[config.mk]
export PLATFORM = sky130hd
export DESIGN_NAME = aux_line_port
export DESIGN_NICKNAME = d
export VERILOG_FILES = /design/src/aux_line_port.v
export VERILOG_INCLUDE_DIRS = /design/src
export SDC_FILE = /design/constraint.sdc
export NUM_CORES = 1
export LEC_CHECK = 0
export BUFFER_PORTS_ARGS = -buffer_cell sky130_fd_sc_hd__buf_2
export CAP_MARGIN = 25
export CORE_ASPECT_RATIO = 0.8
export CORE_MARGIN = 4
export CORE_UTILIZATION = 35
export DETAILED_ROUTE_END_ITERATION = 8
export PLACE_DENSITY = 0.52
export SLEW_MARGIN = 25
export SYNTH_ARGS = -nofsm -noshare
export SYNTH_HDL_FRONTEND = slang
export SYNTH_SLANG_ARGS = --single-unit
[constraint.sdc]
create_clock -name mclk_in -period 1.71 [get_ports mclk_in]
set_input_delay 0.0855 -clock mclk_in [delete_from_list [all_inputs] [get_ports mclk_in]]
set_output_delay 0.0855 -clock mclk_in [all_outputs]
set_load 0.02 [all_outputs]
[src/aux_line_port_consts.vh]
`ifndef AUX_LINE_PORT_CONSTS_VH
`define AUX_LINE_PORT_CONSTS_VH

// register offsets on the plain register port
`define AUX_LINE_DIRECTION_OFFSET 4'h0
`define AUX_LINE_INVERT_OFFSET 4'h1
`define AUX_LINE_OUTPUT_VALUE_OFFSET 4'h2
`define AUX_LINE_PIN_LEVEL_OFFSET 4'h3
`define AUX_LINE_IRQ_ENABLE_OFFSET 4'h4
`define AUX_LINE_IRQ_FLAGS_OFFSET 4'h5

// reset values
`define AUX_LINE_DIRECTION_RESET 8'h00
`define AUX_LINE_INVERT_RESET 8'h00
`define AUX_LINE_OUTPUT_VALUE_RESET 8'h00
`define AUX_LINE_IRQ_ENABLE_RESET 8'h00
`define AUX_LINE_IRQ_FLAGS_RESET 8'h00
`define AUX_LINE_UNMAPPED_READ 8'h00

`endif

[src/aux_line_port.v]
// The placing of the registers and the strobed register port were decided locally.
`timescale 1ns/1ps
`include "aux_line_port_consts.vh"

module aux_line_port #(
  parameter LINES = 8
) (
  input wire mclk_in,
  input wire sys_rst_in,
  input wire power_on_rst_in,
  input wire sleep_retention_strap_in,
  input wire [3:0] reg_addr_in,
  input wire [7:0] reg_wdata_in,
  input wire reg_write_in,
  input wire reg_read_in,
  output reg [7:0] reg_rdata_out,
  input wire [LINES-1:0] line_pin_in,
  output reg [LINES-1:0] line_pin_out,
  output reg [LINES-1:0] line_pin_oe_out,
  output reg irq_out
);

  reg [LINES-1:0] direction_reg;
  reg [LINES-1:0] invert_reg;
  reg [LINES-1:0] output_value_reg;
  reg [LINES-1:0] irq_enable_reg;
  reg [LINES-1:0] irq_flags_reg;
  reg [LINES-1:0] sync1_reg;
  reg [LINES-1:0] sync2_reg;
  reg [LINES-1:0] sync3_reg;
  reg [LINES-1:0] pin_level_reg;
  reg [LINES-1:0] pin_level_next;
  reg [LINES-1:0] edge_hit;
  reg [LINES-1:0] irq_flags_next;
  reg [7:0] rdata_next;
  reg strap_reg;
  reg config_clear;
  reg write_dir;
  reg write_inv;
  reg write_out;
  reg write_en;
  reg write_flags;
  genvar i;

  // strap is caught by a clocked process so the reset itself stays constant
  always @(posedge mclk_in) begin
    strap_reg <= sleep_retention_strap_in;
  end

  always @* begin
    config_clear = power_on_rst_in | (sys_rst_in & ~strap_reg);
    write_dir = reg_write_in & (reg_addr_in == `AUX_LINE_DIRECTION_OFFSET);
    write_inv = reg_write_in & (reg_addr_in == `AUX_LINE_INVERT_OFFSET);
    write_out = reg_write_in & (reg_addr_in == `AUX_LINE_OUTPUT_VALUE_OFFSET);
    write_en = reg_write_in & (reg_addr_in == `AUX_LINE_IRQ_ENABLE_OFFSET);
    write_flags = reg_write_in & (reg_addr_in == `AUX_LINE_IRQ_FLAGS_OFFSET);
  end

  // retained configuration
  always @(posedge mclk_in) begin
    if (config_clear) begin
      direction_reg <= `AUX_LINE_DIRECTION_RESET;
      invert_reg <= `AUX_LINE_INVERT_RESET;
      output_value_reg <= `AUX_LINE_OUTPUT_VALUE_RESET;
    end else begin
      if (write_dir) begin
        direction_reg <= reg_wdata_in[LINES-1:0];
      end
      if (write_inv) begin
        invert_reg <= reg_wdata_in[LINES-1:0];
      end
      if (write_out) begin
        output_value_reg <= reg_wdata_in[LINES-1:0];
      end
    end
  end

  always @(posedge mclk_in) begin
    if (sys_rst_in | power_on_rst_in) begin
      irq_enable_reg <= `AUX_LINE_IRQ_ENABLE_RESET;
    end else if (write_en) begin
      irq_enable_reg <= reg_wdata_in[LINES-1:0];
    end
  end

  // one generate slice per line; bit i is line i+1
  generate
    for (i = 0; i < LINES; i = i + 1) begin : g_line
      always @* begin
        // a change counts only once the second and third stages agree
        pin_level_next[i] = (sync2_reg[i] == sync3_reg[i]) ?
          (sync3_reg[i] ^ invert_reg[i]) : pin_level_reg[i];
        // asserted-going edge: rising uninverted, falling inverted
        edge_hit[i] = pin_level_next[i] & ~pin_level_reg[i];
        irq_flags_next[i] = edge_hit[i] |
          (irq_flags_reg[i] & ~(write_flags & reg_wdata_in[i]));
      end
    end
  endgenerate

  always @(posedge mclk_in) begin
    sync1_reg <= line_pin_in;
    sync2_reg <= sync1_reg;
    sync3_reg <= sync2_reg;
  end

  always @(posedge mclk_in) begin
    if (sys_rst_in | power_on_rst_in) begin
      pin_level_reg <= {LINES{1'b0}};
      irq_flags_reg <= `AUX_LINE_IRQ_FLAGS_RESET;
    end else begin
      pin_level_reg <= pin_level_next;
      irq_flags_reg <= irq_flags_next;
    end
  end

  always @* begin
    rdata_next = `AUX_LINE_UNMAPPED_READ;
    case (reg_addr_in)
      `AUX_LINE_DIRECTION_OFFSET: rdata_next[LINES-1:0] = direction_reg;
      `AUX_LINE_INVERT_OFFSET: rdata_next[LINES-1:0] = invert_reg;
      `AUX_LINE_OUTPUT_VALUE_OFFSET: rdata_next[LINES-1:0] = output_value_reg;
      `AUX_LINE_PIN_LEVEL_OFFSET: rdata_next[LINES-1:0] = pin_level_reg;
      `AUX_LINE_IRQ_ENABLE_OFFSET: rdata_next[LINES-1:0] = irq_enable_reg;
      `AUX_LINE_IRQ_FLAGS_OFFSET: rdata_next[LINES-1:0] = irq_flags_reg;
      default: rdata_next = `AUX_LINE_UNMAPPED_READ;
    endcase
  end

  always @(posedge mclk_in) begin
    if (sys_rst_in | power_on_rst_in) begin
      reg_rdata_out <= 8'h00;
      irq_out <= 1'b0;
    end else begin
      reg_rdata_out <= reg_read_in ? rdata_next : 8'h00;
      irq_out <= |(irq_flags_next & irq_enable_reg);
    end
  end

  // pins follow config one cycle later; outputs come from flops
  always @(posedge mclk_in) begin
    if (config_clear) begin
      line_pin_out <= {LINES{1'b0}};
      line_pin_oe_out <= {LINES{1'b0}};
    end else begin
      line_pin_out <= output_value_reg ^ invert_reg;
      line_pin_oe_out <= direction_reg;
    end
  end

endmodule // aux_line_port

# Yosys cells after proc, flatten, opt, wreduce, memory -nomap -nowiden
# Index checks and enable logic that the tools add are counted.
[op_classes]
eq_ne = 13
mux = 9
bitwise = 68
n_reduce_logical = 3
[ops]
columns = ["operator", "n"]
rows = [
  ["$pmux W8 S6", 1],
  ["$and A1 B1 Y1", 30],
  ["$not A1 Y1", 18],
  ["$or A1 B1 Y1", 10],
  ["$and A8 B8 Y8", 1],
  ["$eq A1 B1 Y1", 8],
  ["$eq A4 B2 Y1 const B", 2],
  ["$eq A4 B3 Y1 const B", 2],
  ["$mux W1", 8],
  ["$reduce_or A8 Y1", 1],
  ["$xor A1 B1 Y1", 8],
  ["$xor A8 B8 Y8", 1],
  ["$eq A4 B1 Y1 const B", 1],
  ["$logic_not A4 Y1", 1],
  ["$reduce_or A2 Y1", 1],
]
[word_totals]
register_bits = 98
inputBits = 26
out_inout_bits = 25
wordCells = 107

# Longest topological paths before layout
# Gate-level depths: netlist of the first run.
[logic_depth]
depth_word = 8
depth_mapped = 8
mapped_depth_nobuf = 5

# Worst setup path before layout of the first run
# OpenSTA, ideal clock, no wires.
[synth_path]
path_kind = "in2reg"
start = "input port reg_addr_in[0]"
end = "register irq_out"
setup_ns = 0.133
arrival_time_ns = 1.492
required_time_ns = 1.577
setup_slack_ns = 0.085
stages = 7
path_buffers = 2
path_cell_list = "buf_2 > and3b_1 > buf_4 > a31oi_1 > or4_1 > a2111oi_2 > a31oi_1"
[synth_via]
elab_chain_cells = 8
elab_cells_between_ends = 36
classes_between = "eq/ne (1); bitwise (34); reduce/logical (1)"
[synth_rtl]
columns = ["element", "line_no", "text"]
rows = [
  ["from (decl)", "aux_line_port.v:12", "input wire [3:0] reg_addr_in,"],
  ["$eq A4 B3 Y1 *", "n/a", ""],
  ["$and A1 B1 Y1 *", "aux_line_port.v:56", "write_flags = reg_write_in & (reg_addr_in == `AUX_LINE_IRQ_FLAGS_OFFSET);"],
  ["$and A1 B1 Y1", "aux_line_port.v:96", "(irq_flags_reg[i] & ~(write_flags & reg_wdata_in[i]));"],
  ["$not A1 Y1", "aux_line_port.v:96", ""],
  ["$and A1 B1 Y1", "aux_line_port.v:96", ""],
  ["$or A1 B1 Y1", "aux_line_port.v:95", "irq_flags_next[i] = edge_hit[i] |"],
  ["$and A8 B8 Y8 *", "aux_line_port.v:136", "irq_out <= |(irq_flags_next & irq_enable_reg);"],
  ["$reduce_or A8 Y1 *", "aux_line_port.v:136", ""],
  ["to (signal assigned)", "aux_line_port.v:136", ""],
  ["to (decl)", "aux_line_port.v:20", "output reg irq_out"],
]
# Mark *: on every way between the ends. The rest lies on a longest branch, timed or not.
# A chain may end at the register's enable or synchronous reset.

# Worst setup path after layout of the first run
[layout_path]
start = "register invert_reg[1]"
end = "register irq_out"
[layout_via]
elab_chain_cells = 6
[layout_rtl]
columns = ["element", "line_no", "text"]
rows = [
  ["from (decl)", "aux_line_port.v:24", "reg [LINES-1:0] invert_reg;"],
  ["from (signal assigned)", "aux_line_port.v:63", "invert_reg <= `AUX_LINE_INVERT_RESET;"],
  ["from (signal assigned)", "aux_line_port.v:70", "invert_reg <= reg_wdata_in[LINES-1:0];"],
  ["$xor A1 B1 Y1", "aux_line_port.v:92", "(sync3_reg[i] ^ invert_reg[i]) : pin_level_reg[i];"],
  ["$mux W1", "aux_line_port.v:91", "pin_level_next[i] = (sync2_reg[i] == sync3_reg[i]) ?"],
  ["$and A1 B1 Y1", "aux_line_port.v:94", "edge_hit[i] = pin_level_next[i] & ~pin_level_reg[i];"],
  ["$or A1 B1 Y1", "aux_line_port.v:95", ""],
  ["$and A8 B8 Y8", "aux_line_port.v:136", ""],
  ["$reduce_or A8 Y1", "aux_line_port.v:136", ""],
]
# Every way passes these cells.

==> results of run 1 <==
-- path summary, 6_finish.rpt --
kind	cells after the start	slack [ps]	to	startpoint
setup reg to reg	5	30	irq_out$_SDFF_PP0_	invert_reg[1]$_SDFFE_PP0P_
hold / removal	3	60	output_value_reg[4]$_SDFFE_PP0P_	reg_wdata_in[4]
setup / recovery	5	30	irq_out$_SDFF_PP0_	invert_reg[1]$_SDFFE_PP0P_
hold reg to reg	0	330	sync2_reg[1]$_DFF_P_	sync1_reg[1]$_DFF_P_
-- where the power goes --
group	total (W)	switching [W]	internal (W)
combinational	0.000304	0.000173	0.000131
sequential	0.00238	0.0000417	0.00234
clock	0.00187	0.000810	0.00106
-- cell families (layout without fill, tap and decap cells) --
logic type | count (synthesis) | in the layout | synth area share (%)
AOI/OAI and AO/OA | 85 | 85 | 13.8
xor gates and xnor gates | 8 | 8 | 1.85
buffers and inverters | 19 | 113 | 2.45
DFF | 98 | 98 | 51.8
muxes | 29 | 29 | 8.93
and+or+nand+nor | 165 | 165 | 21.2
-- cell type report --
type	count	area [um^2]
clock buffer	13	260
clock inverter	2	12.5
fill	1031	5620
inverter	2	7.51
multi-input combinational	287	1750
sequential	98	1970
tap	140	175
timing repair buffer	96	618
-- worst min-delay path: cells and delay by family --
kind	cells	cell delay, ps
buf+inv	1	140
compound gates	1	50
simple gates	1	70
-- placed cells by master, fill, tap and decap left out, drive strengths merged, types with 4 or more instances in the layout --
cell type,instances
dfxtp,98
mux2i,18
nor4b,4
a21oi,36
nor2,46
o21ai,22
nand2b,4
or3b,4
nand3b,4
and2,10
clkbuf,13
nand2,50
a222oi,7
nor3,9
buf,87
mux2,8
a21o,4
nor4bb,4
xnor2,8
a31oi,5
dlygate4sd3,9
a22o,4
nand3,21
-- layer usage --
| metal | up-vias | GRT usage (%) | part of all wire (%) |
|---|---|---|---|
| met5 | - | 0 | 0 |
| met2 | 110 | 25.5 | 42 |
| met4 | 0 | 5.56 | 1.2 |
| met1 | 1457 | 23.2 | 48 |
| li1 | 1605 | - | - |
| met3 | 11 | 6.25 | 8.8 |
-- through the flow --
stage          utilization [%]  instance area (um^2)  total power (W)  hold slack (ps)
3_3_place_gp              42.3                  4400          0.00271              188
2_1_floorplan                -                  3780          0.00257              113
3_5_place_dp              42.3                  4400          0.00271              189
6_report                  46.0                  4790          0.00455             55.9
4_1_cts                   45.8                  4770          0.00462             41.9
5_1_grt                   46.0                  4790          0.00474             67.9
-- timing repair --
item                                    4_1_cts  5_1_grt
hold buffers                                  9        0
endpoints found under the setup margin        1        1
pin swaps                                     0        2
endpoints found under the hold margin         9        0
gates resized for setup                       1        7
gates cloned                                  0        0
==> results.json, run 1 <==
{
  "grt_pass1_vias": 3165,
  "ant_nets": 0,
  "path_buf_inv": 0,
  "initial_core_util_pct": 36.4,
  "fin_nets": 520,
  "die_w_um": 124,
  "yosys_warnings": 0,
  "vdd_ir_drop_max_v": 0.000486,
  "grt_max_degree": 33,
  "num_vias": 3183,
  "synthCells": 404,
  "drc": 0,
  "synthTopCellsByArea": "dfxtp_1 (52%), nand2_1 (5.0%), a21oi_1 (4.8%)",
  "crit_type": "flop to flop",
  "yosysMostFrequentCell": "dfxtp_1",
  "rows": 33,
  "crit_fanout": 5,
  "worstHoldPathType": "primary input to flop",
  "fmax_mhz": 594,
  "ys_types": 40,
  "wire_per_inst_um": 16.2,
  "drive_gt1_share_pct": 24.7,
  "maxCapViolCount": 0,
  "clk_pin_slew_ps": 60,
  "power_density_nw_per_um2": 950,
  "hold_viol_final": 0,
  "worst_slack_ps": 27.4,
  "area_delta_synth_final_pct": 26.5,
  "relSlewSlack_pct": 60.8,
  "post-place-ws_ps": -39.4,
  "p_leak_nw": 2.02,
  "instances_no_fill": 638,
  "synthFlopType": "dfxtp_1",
  "cts_sinks": 98,
  "cp.arrival_ps": 1880,
  "gp_congestion": 0.881,
  "ys_seq_area_share_pct": 51.8,
  "synth.top_cells.by_count": "dfxtp_1 (98), nand2_1 (50), nor2_1 (46), a21oi_1 (36), o21ai_0 (22)",
  "fin_crit_ps": 1680,
  "pin_count": 51,
  "finClkSkew_ps": 5.94,
  "finalSetupTns_ps": 0,
  "num_antenna_cells": 0,
  "max_stage_delay_ps": 560,
  "worst_pin_slew_ps": 587,
  "drt-pass1-iter-count": 5,
  "cpMaxStageDelayCell": "or4_4",
  "maxSlewViolCount": 0,
  "dieArea_um2": 12600,
  "via_per_inst": 4.99,
  "die_h_um": 101,
  "worst_setup_path_start_kind": "flop",
  "critPathCaptureType": "flop",
  "netlist_area_um2": 3780,
  "routed_wl_mm": 10.4,
  "synth.avg_cell_area_um2": 9.37,
  "overflow": 0,
  "cts_inserted_buffers": 9,
  "status": "finished, final reports clean",
  "min_period_over_period_pct": 98.4,
  "antenna_found_initial": 0,
  "tritoncts": "done",
  "core_um2": 10400,
  "clockRootBuffer": "clkbuf_16",
  "htreeDepth": 3,
  "synthesis.nets": 430,
  "synth_edf_count": 0,
  "synth-async-reset-ratio_pct": 0,
  "portBuffers": 50,
  "critical_path.cell_chain": "or3b_2 > a21oi_1 > or4_4 > a2111oi_4 > a31oi_1",
  "place_hpwl_mm": 7.31,
  "clockBufferDepth": 2,
  "cp_top_family": "simple AND/OR/NAND/NOR gates",
  "synth-seq-cells": 98,
  "rsz0062_at_grt": "true",
  "gr-usage-all-layers_pct": 17.1,
  "drt_iter0_drc": 262,
  "clk_latency_ps": 340,
  "yosysTopAreaCellShare_pct": 51.8,
  "yosysTopAreaCell": "dfxtp_1",
  "post_cts_buffers": 0,
  "dp_cells": 614,
  "grt_pass1_wl_mm": 16.7,
  "cp.required_ps": 1910,
  "finalSetupViolCount": 0
}
No activity file was read; power rests on OpenSTA's default activity.
==> run 2, diff against run 1 <==
==> constraint.sdc (replaced) <==
create_clock -name mclk_in -period 1.71 [get_ports mclk_in]
set_input_delay 0.171 -clock mclk_in [delete_from_list [all_inputs] [get_ports mclk_in]]
set_output_delay 0.171 -clock mclk_in [all_outputs]
set_load 0.02 [all_outputs]
==> results.json, run 2 (synthesized netlist as in run 1, its figures left out) <==
{
  "critPathCaptureType": "flop",
  "drt-pass1-iter-count": 7,
  "dp_cells": 618,
  "overflow": 0,
  "wire_per_inst_um": 16.4,
  "instances_no_fill": 643,
  "portBuffers": 50,
  "dieArea_um2": 12600,
  "routed_wl_mm": 10.5,
  "via_per_inst": 5.11,
  "rrSetupSlack_ps": 110,
  "die_h_um": 101,
  "crit_path_frequent_cell": "a31oi_1",
  "area_delta_synth_final_pct": 28.5,
  "cts_inserted_buffers": 9,
  "pin_count": 51,
  "rsz0062_at_grt": "false",
  "cts_sinks": 98,
  "status": "finished, final reports clean",
  "max_stage_delay_ps": 560,
  "worst_setup_path_start_kind": "flop",
  "fmax_mhz": 626,
  "fin_crit_ps": 1600,
  "finClkSkew_ps": 6.96,
  "drive_gt1_share_pct": 26.4,
  "hold_viol_final": 0,
  "pwr-share-comb_pct": 6.6,
  "die_w_um": 124,
  "num_vias": 3283,
  "ant_nets": 0,
  "cpMaxStageDelayCell": "or4_1",
  "holdWs_ps": 129,
  "gp_congestion": 0.852,
  "finish.utilization_pct": 46.7,
  "hold_end": "invert_reg[4]$_SDFFE_PP0P_",
  "sw_frac_of_total_pct": 22.1,
  "relSlewSlack_pct": 60.5,
  "final_common_cell": "dfxtp_1",
  "worst_pin_slew_ps": 592,
  "crit_type": "flop to flop",
  "clk_pin_slew_ps": 60,
  "antenna_found_initial": 0,
  "grt_max_degree": 33,
  "p_leak_nw": 2.05,
  "layout_common_cells": "dfxtp_1 (90), nand2_1 (50), buf_2 (50)",
  "crit_fanout": 4,
  "hold_start": "reg_wdata_in[4]",
  "gr-usage-all-layers_pct": 17.2,
  "p_int_w": 0.00368,
  "finalSetupTns_ps": 0,
  "htreeDepth": 3,
  "num_antenna_cells": 0,
  "worstReg2RegStart": "irq_enable_reg[1]$_SDFFE_PP0P_",
  "grt_pass1_wl_mm": 16.6,
  "maxCapViolCount": 0,
  "fin_nets": 524,
  "maxSlewViolCount": 0,
  "clockRootBuffer": "clkbuf_16",
  "p_seq_share_pct": 50.3,
  "drc": 0,
  "power_switching_w": 0.00104,
  "core_um2": 10400,
  "rows": 33,
  "critical_path.cell_chain": "nand2_1 > a31oi_1 > or4_1 > a2111oi_4 > a31oi_1",
  "tritoncts": "done",
  "drt_iter0_drc": 252,
  "ff2ff_path_depth": 5,
  "initial_core_util_pct": 36.4,
  "grt_pass1_vias": 3124,
  "cp.required_ps": 1910,
  "min_period_over_period_pct": 93.4,
  "timing.rr.end": "irq_out$_SDFF_PP0_",
  "finalSetupViolCount": 0,
  "cp.arrival_ps": 1800,
  "power.share.clock_pct": 43.0,
  "power_density_nw_per_um2": 972,
  "place_hpwl_mm": 7.51,
  "worstHoldPathType": "primary input to flop",
  "clockBufferDepth": 2,
  "min_path_cells": 3,
  "clk_latency_ps": 340,
  "vdd_ir_drop_max_v": 0.000524
}
run 2: per-layer routing:
layer  routed length (um)  track usage (%)  vias to the layer above
met5                    0                0                        -
met1                 4900             23.0                     1520
met3                 1050             5.83                       17
li1                     -                -                     1624
met2                 4380             25.7                      122
met4                  202             6.57                        0
run 2: worst max-delay path, delay by kind of cell (launching register included):
family           cells  cell delay (ps)
AND/OR/NAND/NOR      2              670
flip-flops           1              340
AO/OA/AOI/OAI        3              440
run 2: final cells by class:
| class | instances | area [um^2] |
|---|---|---|
| repair buffers | 100 | 648 |
| inverters | 2 | 7.51 |
| flip-flops and latches | 98 | 1970 |
| multi-input cells | 287 | 1750 |
| fillers | 1066 | 5540 |
| well taps | 140 | 175 |
| clock buffers | 12 | 256 |
| clock inverters | 4 | 50.0 |
run 2: repair_timing:
| item | CTS | global route |
|---|---|---|
| setup endpoints to repair | 0 | 1 |
| endpoints found under the hold margin | 9 | 0 |
| buffers inserted | 0 | 0 |
| resized for setup | 0 | 12 |
| hold buffers | 9 | 0 |
run 2: how the worst max path moves through the flow:
stage | slack, ps | endpoint | startpoint | cells past startpoint
after floorplan | 5 | irq_out$_SDFF_PP0_ | reg_addr_in[1] | 7
after CTS | 20 | irq_out$_SDFF_PP0_ | invert_reg[1]$_SDFFE_PP0P_ | 5
after global routing | 10 | irq_out$_SDFF_PP0_ | irq_enable_reg[1]$_SDFFE_PP0P_ | 5
after detailed placement | -110 | irq_out$_SDFF_PP0_ | reg_addr_in[1] | 6
final | 110 | irq_out$_SDFF_PP0_ | irq_enable_reg[1]$_SDFFE_PP0P_ | 5
after global placement | -80 | irq_out$_SDFF_PP0_ | reg_addr_in[1] | 6
run 2: power groups by stage:
stage	Sequential (W)	Combinational [W]	Clock [W]
2_1_floorplan	0.00242	0.000150	0
3_3_place_gp	0.00243	0.000291	0
3_5_place_dp	0.00243	0.000293	0
4_1_cts	0.00238	0.000309	0.00210
5_1_grt	0.00239	0.000340	0.00218
6_report	0.00238	0.000313	0.00204
run 2: per-stage QoR:
step | total power, W | setup WS [ps] | cell area [um^2]
after detailed placement | 0.00272 | -110 | 4430
after floorplan | 0.00257 | 5.24 | 3790
after global placement | 0.00272 | -77.5 | 4430
after CTS | 0.00479 | 24.0 | 4830
after global routing | 0.00491 | 10.8 | 4860
final | 0.00473 | 114 | 4860
==> run 3, diff against run 2 <==
==> constraint.sdc (replaced) <==
create_clock -name mclk_in -period 1.71 [get_ports mclk_in]
set_input_delay 0.342 -clock mclk_in [delete_from_list [all_inputs] [get_ports mclk_in]]
set_output_delay 0.342 -clock mclk_in [all_outputs]
set_load 0.02 [all_outputs]
==> results.json, run 3 (synthesized netlist as in run 1, its figures left out) <==
{
  "cts_inserted_buffers": 9,
  "cts_resized": 0,
  "place_hpwl_mm": 7.58,
  "power_density_nw_per_um2": 975,
  "cp.required_ps": 1920,
  "ant_nets": 0,
  "worst_slack_ps": 86.0,
  "initial_core_util_pct": 36.4,
  "rrSetupSlack_ps": 100,
  "vdd_ir_drop_max_v": 0.000619,
  "power.total_w": 0.00465,
  "fmax_mhz": 616,
  "routed_wl_mm": 10.5,
  "num_antenna_cells": 0,
  "crit_type": "primary input to flop",
  "critPathCaptureType": "flop",
  "overflow": 0,
  "critical_path.cell_chain": "buf_2 > and3b_2 > buf_4 > a31oi_1 > or4_1 > a2111oi_4 > a31oi_1",
  "finalSetupViolCount": 0,
  "grt_pass1_wl_mm": 16.8,
  "core_um2": 10400,
  "relSlewSlack_pct": 61.3,
  "gp_congestion": 0.873,
  "worstHoldPathType": "primary input to flop",
  "finClkSkew_ps": 9.09,
  "antenna_found_initial": 0,
  "clk_latency_ps": 340,
  "cp.arrival_ps": 1830,
  "cpMaxStageDelayCell": "or4_1",
  "min_period_over_period_pct": 95.0,
  "crit_fanout": 6,
  "drt_iter0_drc": 272,
  "die_w_um": 124,
  "clk_pin_slew_ps": 70,
  "fin_crit_ps": 1620,
  "clockBufferDepth": 2,
  "worstReg2RegStart": "irq_enable_reg[1]$_SDFFE_PP0P_",
  "wire_per_inst_um": 16.5,
  "htreeDepth": 3,
  "worst_setup_path_start_kind": "primary input",
  "dieArea_um2": 12600,
  "cts_hold_buf": 0,
  "drc": 0,
  "pin_count": 51,
  "post_cts_buffers": 0,
  "layout_common_cells": "dfxtp_1 (95), nand2_1 (50), buf_2 (50)",
  "area_delta_synth_final_pct": 26.1,
  "status": "finished, final reports clean",
  "crit_path_frequent_cell": "a31oi_1",
  "hold_start": "line_pin_in[4]",
  "worst_pin_slew_ps": 581,
  "fin_nets": 519,
  "drive_gt1_share_pct": 26.0,
  "maxSlewViolCount": 0,
  "timing.rr.end": "irq_out$_SDFF_PP0_",
  "hold_end": "sync1_reg[4]$_DFF_P_",
  "post-place-ws_ps": -312,
  "grt_max_degree": 33,
  "min_path_cells": 1,
  "cts_sinks": 98,
  "ff2ff_path_depth": 5,
  "hold_viol_final": 0,
  "tritoncts": "done",
  "rsz0062_at_grt": "false",
  "finalSetupTns_ps": 0,
  "clockRootBuffer": "clkbuf_16",
  "max_stage_delay_ps": 470,
  "portBuffers": 50,
  "num_vias": 3219,
  "maxCapViolCount": 0,
  "via_per_inst": 5.05,
  "gr-usage-all-layers_pct": 17.3,
  "grt_pass1_vias": 3104,
  "p_leak_nw": 2.02,
  "final_common_cell": "dfxtp_1",
  "rows": 33,
  "holdWs_ps": 97.0,
  "die_h_um": 101,
  "drt-pass1-iter-count": 5
}
run 3: final cells by class:
class,count,area [um^2]
Clock buffer,13,250
Multi-Input combinational cell,287,1750
Timing Repair Buffer,95,588
Clock inverter,2,37.5
Sequential cell,98,1970
Fill cell,1017,5630
Tap cell,140,175
Inverter,2,7.51
run 3: worst max path at each step:
stage | from | to | slack, ps
CTS | invert_reg[1]$_SDFFE_PP0P_ | irq_out$_SDFF_PP0_ | 20
detailed placement | reg_addr_in[1] | irq_out$_SDFF_PP0_ | -310
finish | reg_addr_in[1] | irq_out$_SDFF_PP0_ | 90
global route | reg_addr_in[1] | irq_out$_SDFF_PP0_ | 20
global placement | reg_addr_in[1] | irq_out$_SDFF_PP0_ | -280
floorplan | reg_addr_in[1] | irq_out$_SDFF_PP0_ | -170
run 3: critical path, delay by kind of cell:
| family | cells | cell delay (ps) |
|---|---|---|
| compound gates | 3 | 470 |
| buf+inv | 2 | 260 |
| simple gates | 2 | 750 |
run 3: report_power, final:
| part | total, W | internal (W) | switching, W |
|---|---|---|---|
| registers | 0.00238 | 0.00234 | 0.0000413 |
| logic | 0.000301 | 0.000126 | 0.000175 |
| clock network | 0.00197 | 0.00117 | 0.000805 |
run 3: metrics by stage:
stage,utilization (%),std cells,instance area (um^2)
6_report,45.9,637,4770
3_5_place_dp,42.9,622,4460
2_1_floorplan,-,404,3790
5_1_grt,45.9,637,4770
4_1_cts,45.7,637,4750
3_3_place_gp,42.9,622,4460
run 3: layer usage:
| layer | up-vias | track usage, % | wire length, um |
|---|---|---|---|
| li1 | 1615 | - | - |
| met1 | 1491 | 24.0 | 5050 |
| met2 | 103 | 26.0 | 4450 |
| met3 | 10 | 4.77 | 861 |
| met4 | 0 | 5.90 | 133 |
| met5 | - | 0 | 0 |
